$ cat src/common/chsel_pkg.sv
package chsel_pkg;
  // ---------------------------------------------------------------
  // Clock and timing
  // ---------------------------------------------------------------
  localparam int CLK_MHZ = 250;              // System clock rate
  localparam int CLK_HI_NS = 8000;           // Least clock-high time
  localparam int CLK_LO_NS = 5000;           // Least clock-low time
  localparam int LATCH_NS = 5000;            // Least latch hold time
  localparam int PACKET_NS = 157000;         // Least packet time
  localparam int IDLE_NS = 10000;            // Idle gap between packets
  localparam int START_NS = 5000;            // Start step length
  localparam int LOCK_NS = 10000000;         // Power-up lock time
  localparam int CHG_NS = 1500000;           // Channel change time
  // Least times round up, longest times round down
  localparam int CLK_HI_CYC = (CLK_HI_NS * CLK_MHZ + 999) / 1000;
  localparam int CLK_LO_CYC = (CLK_LO_NS * CLK_MHZ + 999) / 1000;
  localparam int LATCH_CYC = (LATCH_NS * CLK_MHZ + 999) / 1000;
  localparam int PACKET_CYC = (PACKET_NS * CLK_MHZ + 999) / 1000;
  localparam int IDLE_CYC = (IDLE_NS * CLK_MHZ + 999) / 1000;
  localparam int START_CYC = (START_NS * CLK_MHZ + 999) / 1000;
  localparam int LOCK_CYC = LOCK_NS / 1000 * CLK_MHZ;
  localparam int CHG_CYC = CHG_NS / 1000 * CLK_MHZ;
  // ---------------------------------------------------------------
  // Channel values
  // ---------------------------------------------------------------
  localparam logic [7:0] CH_DEFAULT = 8'h32;  // Power-up channel
  localparam logic [7:0] CH_ERROR = 8'h00;    // Fallback on bad load
  localparam logic [7:0] CH_MAX = 8'h64;      // Highest serial channel
  localparam int NUM_BITS = 8;                // Bits per packet
  // ---------------------------------------------------------------
  // Host APB register map
  // ---------------------------------------------------------------
  localparam logic [3:0] REG_CTRL = 4'h0;    // W: channel, go bit 8
  localparam logic [3:0] REG_STATUS = 4'h4;  // R: busy, done count
  localparam int CTRL_GO_BIT = 8;            // Start a load
  localparam int STAT_BUSY_BIT = 0;          // Load in progress
endpackage

$ cat src/common/chsel_if.sv
interface chsel_if;
  // ---------------------------------------------------------------
  // Select pins driven by host, mode strap
  // ---------------------------------------------------------------
  logic serial_clock_line;  // Select pin 1, serial clock
  logic serial_data_line;   // Select pin 2, serial data
  logic parallel_select_bit0;  // Select pin 0, parallel only
  logic mode_line;          // High or open: serial mode
  modport device (input serial_clock_line, serial_data_line,
    parallel_select_bit0, mode_line);
  modport host (output serial_clock_line, serial_data_line,
    parallel_select_bit0, mode_line);
endinterface

$ cat src/rtl/chsel_device.sv
// Function
// - Open or high mode selects serial mode
// - Pin one clocks, pin two carries data
// - Shift channel number, latch, then select it
// - Both lines high after eighth bit latches
// - Host holds clock high eight microseconds
// - Host holds clock low five microseconds
// - Latch condition held five microseconds
// - Packet lasts at least 157 microseconds
// - Host idles before and between packets
// - Packet starts data low, clock falls
// - No upper time limit on loading
// - Power-up in serial selects channel 50
// - Bad load falls back to channel 0
// - Host leaves default within 200 microseconds
// - Host avoids default channel for traffic
// - Grounded mode uses three parallel pins
// - New channel settled within 1.5 ms
// - Ready within 10 ms of power
module chsel_device
  import chsel_pkg::*;
#(
  parameter int LOCK_CYCLES = LOCK_CYC,   // Power-up lock time
  parameter int CHG_CYCLES = CHG_CYC      // Channel settle time
) (
  input wire logic CLK_I,
  input wire logic NRST_I,
  chsel_if.device LINK,
  output logic [7:0] CHANNEL_O,   // Active channel
  output logic LOAD_ERR_O,         // Last load failed
  output logic READY_O             // Locked, data may be sent
);
  // ---------------------------------------------------------------
  // State
  // ---------------------------------------------------------------
  typedef enum logic [1:0] {
    DS_IDLE, DS_SHIFT, DS_LATCH
  } dstate_t;

  typedef struct packed {
    logic [1:0] clk_s1;     // Clock synchroniser stages 1 and 2
    logic [1:0] clk_s2;     // Stage 3 and previous
    logic [1:0] dat_s;      // Data synchroniser
    logic [1:0] mode_s;     // Mode synchroniser
    logic [5:0] par_s;      // Parallel pins, two stages
    dstate_t st;            // Receiver state
    logic [7:0] shreg;      // Shift register
    logic [3:0] nbits;      // Bits received
    logic [31:0] tmr;       // Phase timer
    logic bad;              // Timing violation seen
    logic [7:0] chan;       // Selected channel
    logic [7:0] prev_chan;  // For change detect
    logic err;              // Error flag
    logic started;          // Power-up default applied
    logic [31:0] settle;    // Lock / settle counter
    logic ready;            // Ready output
  } dev_t;

  dev_t r;
  dev_t next_r;

  // Parallel channel map: three pins pick entries from serial table
  function automatic logic [7:0] par_chan(input logic [2:0] p);
    case (p)
      3'h0: par_chan = 8'h02;
      3'h1: par_chan = 8'h0E;
      3'h2: par_chan = 8'h14;
      3'h3: par_chan = 8'h1A;
      3'h4: par_chan = 8'h26;
      3'h5: par_chan = 8'h32;
      3'h6: par_chan = 8'h44;
      default: par_chan = 8'h4A;
    endcase
  endfunction

  logic rise;
  logic fall;
  logic clk_now;
  logic dat_now;
  logic mode_now;

  // ---------------------------------------------------------------
  // Next-state logic
  // ---------------------------------------------------------------
  always_comb begin
    next_r = r;
    // Synchronisers on every pin: two flops, three on the clock
    next_r.clk_s1 = {r.clk_s1[0], LINK.serial_clock_line};
    next_r.clk_s2 = {r.clk_s2[0], r.clk_s1[1]};
    next_r.dat_s = {r.dat_s[0], LINK.serial_data_line};
    next_r.mode_s = {r.mode_s[0], LINK.mode_line};
    next_r.par_s = {r.par_s[2:0], LINK.serial_data_line,
      LINK.serial_clock_line, LINK.parallel_select_bit0};
    clk_now = r.clk_s2[0];
    dat_now = r.dat_s[1];
    mode_now = r.mode_s[1];
    rise = r.clk_s2[0] && !r.clk_s2[1];
    fall = !r.clk_s2[0] && r.clk_s2[1];
    // Phase timer saturates, never times out
    if (r.tmr != 32'hFFFF_FFFF) begin
      next_r.tmr = r.tmr + 32'h1;
    end
    if (rise || fall) begin
      next_r.tmr = 32'h0;
    end
    if (!mode_now) begin
      // Parallel mode: pins pick channel directly
      next_r.chan = par_chan(r.par_s[5:3]);
      next_r.st = DS_IDLE;
      next_r.started = 1'b1;
    end else begin
      if (!r.started) begin
        next_r.chan = CH_DEFAULT;
        next_r.started = 1'b1;
      end
      case (r.st)
        DS_IDLE: begin
          // Clock falling with data low opens a packet
          if (fall && !dat_now) begin
            next_r.st = DS_SHIFT;
            next_r.nbits = 4'h0;
            next_r.bad = 1'b0;
          end
        end
        DS_SHIFT: begin
          if (fall && r.tmr < 32'(CLK_HI_CYC - 2)) begin
            next_r.bad = 1'b1;
          end
          if (rise && r.tmr < 32'(CLK_LO_CYC - 2)) begin
            next_r.bad = 1'b1;
          end
          // Sample data on rising clock, MSB first
          if (rise && r.nbits < 4'(NUM_BITS)) begin
            next_r.shreg = {r.shreg[6:0], dat_now};
            next_r.nbits = r.nbits + 4'h1;
          end
          // Both high after eighth bit: latch condition
          if (r.nbits == 4'(NUM_BITS) && clk_now && dat_now) begin
            next_r.st = DS_LATCH;
          end
          if (fall && r.nbits == 4'(NUM_BITS)) begin
            next_r.bad = 1'b1;
          end
        end
        DS_LATCH: begin
          // Commit once clock and data lines have both stayed high
          if (!clk_now || !dat_now) begin
            next_r.st = DS_IDLE;
          end else if (r.tmr >= 32'(LATCH_CYC - 2)) begin
            next_r.st = DS_IDLE;
            if (r.bad || r.shreg > CH_MAX) begin
              next_r.chan = CH_ERROR;
              next_r.err = 1'b1;
            end else begin
              next_r.chan = r.shreg;
              next_r.err = 1'b0;
            end
          end
        end
        default: next_r.st = DS_IDLE;
      endcase
    end
    // Ready after lock; channel change restarts settle
    if (r.chan != r.prev_chan && r.started) begin
      next_r.settle = 32'(CHG_CYCLES);
      next_r.ready = 1'b0;
    end else if (r.settle != 32'h0) begin
      next_r.settle = r.settle - 32'h1;
    end else begin
      next_r.ready = 1'b1;
    end
    next_r.prev_chan = r.chan;
  end

  // ---------------------------------------------------------------
  // Registers
  // ---------------------------------------------------------------
  always_ff @(posedge CLK_I or negedge NRST_I) begin
    if (!NRST_I) begin
      r <= '0;
      r.mode_s <= 2'h3;
      r.settle <= 32'(LOCK_CYCLES);
    end else begin
      r <= next_r;
    end
  end

  // Mode sampled every cycle; grounded mode takes the parallel map
  assign CHANNEL_O = r.chan;
  assign LOAD_ERR_O = r.err;
  assign READY_O = r.ready;
endmodule

$ cat src/flat_wrapper.sv
// flat-port wrapper written by rule: the top's interface ports become plain ports
module chsel_device_flat import chsel_pkg::*;
#(
  parameter int LOCK_CYCLES = LOCK_CYC,                        
  parameter int CHG_CYCLES = CHG_CYC                            
)
  (CLK_I, NRST_I, CHANNEL_O, LOAD_ERR_O, READY_O, LINK_serial_clock_line, LINK_serial_data_line, LINK_parallel_select_bit0, LINK_mode_line);
  chsel_if LINK_i ();
  input wire logic CLK_I;
  input wire logic NRST_I;
  output logic [7:0] CHANNEL_O;
  output logic LOAD_ERR_O;
  output logic READY_O;
  input wire logic [$bits(LINK_i.serial_clock_line)-1:0] LINK_serial_clock_line;
  input wire logic [$bits(LINK_i.serial_data_line)-1:0] LINK_serial_data_line;
  input wire logic [$bits(LINK_i.parallel_select_bit0)-1:0] LINK_parallel_select_bit0;
  input wire logic [$bits(LINK_i.mode_line)-1:0] LINK_mode_line;
  assign LINK_i.serial_clock_line = LINK_serial_clock_line;
  assign LINK_i.serial_data_line = LINK_serial_data_line;
  assign LINK_i.parallel_select_bit0 = LINK_parallel_select_bit0;
  assign LINK_i.mode_line = LINK_mode_line;
  chsel_device #(.LOCK_CYCLES(LOCK_CYCLES), .CHG_CYCLES(CHG_CYCLES)) u_core (.CLK_I(CLK_I), .NRST_I(NRST_I), .LINK(LINK_i), .CHANNEL_O(CHANNEL_O), .LOAD_ERR_O(LOAD_ERR_O), .READY_O(READY_O));
endmodule
$ cat config.mk
export PLATFORM = sky130hd
export DESIGN_NAME = chsel_device_flat
export DESIGN_NICKNAME = d
export VERILOG_FILES = /design/src/common/chsel_pkg.sv /design/src/common/chsel_if.sv /design/src/rtl/chsel_device.sv /design/src/flat_wrapper.sv
export SDC_FILE = /design/constraint.sdc
export NUM_CORES = 1
export LEC_CHECK = 0
export ABC_CLOCK_PERIOD_IN_PS = 2800
export BUFFER_PORTS_ARGS = -buffer_cell sky130_fd_sc_hd__buf_2
export CAP_MARGIN = 20
export CORE_ASPECT_RATIO = 2
export CORE_MARGIN = 8
export CORE_UTILIZATION = 50
export CTS_BUF_LIST = sky130_fd_sc_hd__clkbuf_2 sky130_fd_sc_hd__clkbuf_4 sky130_fd_sc_hd__clkbuf_8
export CTS_CLUSTER_DIAMETER = 40
export DETAILED_ROUTE_END_ITERATION = 7
export PLACE_DENSITY = 0.67
export SYNTH_ARGS = -nofsm -noshare
export SYNTH_HDL_FRONTEND = slang
export SYNTH_SLANG_ARGS = --single-unit
$ cat constraint.sdc
create_clock -name CLK_I -period 2.8 [get_ports CLK_I]
set_input_delay 0 -clock CLK_I [delete_from_list [all_inputs] [get_ports CLK_I]]
set_output_delay 0 -clock CLK_I [all_outputs]
set_load 0.01 [all_outputs]
==> key figures <==
Setup path
  – Startpoint Class: flip-flop
  – Crit end category: flip-flop
  – Largest stage delay on the critical path: between 0.5 and 0.6 ns
  – Worst setup path class: flip-flop to flip-flop
  – CP max FO: 9
  – Crit-path cells: or4_4 -> and4bb_1 -> nand2_4 -> or4b_1 -> a21oi_1
  – Crit path DAT: 2.73 ns
  – Crit-path slowest cell: and4bb_1
  – WP data required: 3.10 ns

Routing
  – DRC: 0
  – Final WL: ~12 mm
  – Avg WL per Cell: 16.2 um
  – Initial DRC count: 181
  – Vias per cell: about 5.9
  – Drt first pass iters: 4
  – Vias: 4185
  – DRT antenna net count: 0

Power
  – Net Sw Frac: 0.280
  – Pwr/cell area: 521 nW/um2
  – Peak supply drop: between 200 and 300 uV
  – Seq pwr share: 0.559
  – Pleak: 2.53 nW
  – Comb power frac: 0.111
  – Switch Pwr: 874 uW
  – Power share of the clock group: 0.331
  – Int Pwr: about 2.2 mW

Place
  – Routability cong.: 0.840
  – DPL Wire Length: 8.29 mm
  – Input/output buffers: 15

Global route
  – Initial antenna violation count: 0
  – Met1 Usage GRT: 0.161
  – Vias in the first global route: 4248
  – First-pass GRT wire length: a little under 20 mm
  – Largest net degree at the start of global routing: 57
  – Met2 Use GR: 0.318
  – Gr usage total: 0.163
  – Overflow after GRT: 0
  – GR peak layer: met2
  – Met3 Use GR: 0.0332

Cells and area
  – Sequential cell area: 2720 um2
  – Multi-input gate area: 2600 um2
  – Fill cell count: 983
  – Fin util: 0.552
  – P&R area growth vs syn: 8.28%
  – NumNets Final: 582
  – Antenna Cells: 0
  – Layout cells sized above 1: 0.131

CTS
  – Sink Count: 108
  – Later-pin clock latency in the skew report: between 0.3 and 0.4 ns
  – CTS H-Tree Depth: 3
  – Post-CTS Resized: 0
  – Worst-path clk slew: 0.11 ns
  – Root buffer cell: clkbuf_8
  – CTS tree: yes
  – Num CTS Buffers: 9
  – Bufs on Longest Clock Path: 2

Job
  – Max cap viols: 0

STA
  – Final Cycle Share: 0.869
  – Setup-failing EPs final: 0
  – Clk_skew: between 0.01 and 0.015 ns
  – Max Slew Vio Count: 0
  – Worst-margin pin slew: roughly 0.75 ns
  – Final min period: 2.43 ns
  – Fmax: 0.411 GHz
  – Unrepaired setup endpoints after global routing: no
  – Hold Fails Final Rpt: 0
  – Relative slew slack: 0.496
  – Total negative slack: 0 ns

Outcome
  – Status: completed

Floorplanning
  – Ports: 16
  – Die H: 165 um
  – Row count: 54
  – Initial Util: 0.510
  – Die Footprint: 14900 um2
  – Total core area: 10900 um2
  – Die Wd: slightly above 90 um

Yosys
  – Async set-reset flop share out of synthesis: 1.00
  – Mean Syn Cell Area: between 10 and 15 um2
  – Number of synthesized flops with an enable pin: 0
  – Synth warnings: 0
  – Top FF cell, synth: dfrtp_1
  – Distinct cell type count after synthesis: 69
  – Cell count after synthesis: 554
  – Post-synth top area share: 0.442
  – Register area share after synthesis: 0.490
  – Mapped cell area: 5540 um2
  – Top-count cell post-synth: dfrtp_1
  – Register bit total from synthesis: roughly 110
  – Synth area leader: dfrtp_1
  – Area contributors post-synth: dfrtp_1 44%, dfstp_2 4.7%, nor2_1 3.6%
  – Synth cell count leaders: 98 x dfrtp_1, 53 x nor2_1, 37 x a21oi_1
  – Syn_nets: 568

Min path
  – HP Class: input pin to asynchronous set/reset pin
==> power groups by stage <==
| stage | clock, mW | sequential (mW) | combinational, mW |
|---|---|---|---|
| 6_report | 1.03 | 1.74 | 0.346 |
| 5_1_grt | 1.12 | 1.76 | 0.391 |
| 4_1_cts | 1.07 | 1.75 | 0.355 |
| 3_5_place_dp | 0 | 1.78 | 0.349 |
| 3_3_place_gp | 0 | 1.77 | 0.337 |
| 2_1_floorplan | 0 | 1.75 | 0.247 |
==> sequential cells by signal, summed over array words and instances, names as in the netlist <==
name / count
u_core.next_r: 4
u_core.READY_O: 1
u_core.mode_now: 1
u_core.CHANNEL_O: 8
u_core.LOAD_ERR_O: 1
u_core.dat_now: 1
u_core.r: 91
u_core.clk_now: 1
==> layout make-up <==
type                       instances  share of cell area
multi-input combinational        396               0.433
tap                              140              0.0292
inverter                          23              0.0144
sequential                       108               0.452
clock inverter                     6              0.0125
clock buffer                      10              0.0229
timing repair buffer              30              0.0359
==> routing by layer <==
metal | part of all wire | vias to the layer above | wire [um]
li1 | - | 2027 | -
met1 | 0.39 | 2106 | 4510
met2 | 0.57 | 40 | 6520
met3 | 0.023 | 12 | 260
met4 | 0.020 | 0 | 229
met5 | 0 | - | 0
==> cell usage in the layout (no fill, tap or decap), types with 10 or more instances in the layout <==
cell type  count
a21oi_1       37
and3_1        13
buf_2         14
buf_4         10
clkbuf_8      10
dfrtp_1       98
dfstp_2       10
inv_1         23
nand2_1       23
nand3_1       22
nand4_1       13
nor2_1        53
nor3_1        10
nor4_1        16
o21ai_0       20
or3_1         17
xnor2_1       16
xor2_1        17
==> through the flow <==
stage / instance area [um2] / hold slack [ns] / power [mW] / worst slack (ns) / std cells
2_1_floorplan: 5540 / -0.296 / 1.99 / 0.678 / 554
3_3_place_gp: 5740 / 0.0982 / 2.11 / 0.443 / 692
3_5_place_dp: 5740 / 0.0984 / 2.13 / 0.399 / 692
4_1_cts: 6000 / 0.203 / 3.17 / 0.373 / 713
5_1_grt: 6000 / 0.236 / 3.28 / 0.204 / 713
6_report: 6000 / 0.193 / 3.12 / 0.367 / 713
==> cell families after synthesis <==
logic type               Yosys count  synth area share
AND/OR/NAND/NOR                  229             0.240
AO/OA/AOI/OAI                    110             0.129
flip-flops                       108             0.490
buffers and inverters             50            0.0422
XOR/XNOR                          33            0.0521
multiplexers                      15            0.0289
adder cells (fa/ha/maj)            8            0.0181
other                              1          0.000677
==> final timing paths <==
| check | depth (start not counted) | to | slack, ns | from |
|---|---|---|---|---|
| min in group CLK_I | 2 | u_core.next_r[101] | 0.26 | LINK_parallel_select_bit0 |
| max in group asynchronous | 3 | u_core.mode_now | 1.80 | NRST_I |
| worst max-delay path | 5 | u_core.r[31] | 0.37 | u_core.r[10] |
| worst max register to register | 5 | u_core.r[31] | 0.37 | u_core.r[10] |
| worst min register to register | 0 | u_core.r[102] | 0.36 | u_core.next_r[111] |
| worst min-delay path | 2 | u_core.r[21] | 0.19 | NRST_I |
==> worst max-delay path, delay by kind of cell, from the launching register on <==
kind | cells | cell delay (ns)
AOI/OAI and AO/OA | 1 | 0.17
DFF | 1 | 0.41
and+or+nand+nor | 4 | 1.77
==> what timing repair did <==
| action | in CTS | in global routing |
|---|---|---|
| hold buffers | 5 | 0 |
| buffers inserted | 0 | 0 |
| endpoints found under the hold margin | 48 | 0 |
(Power assumes the default switching activity.)
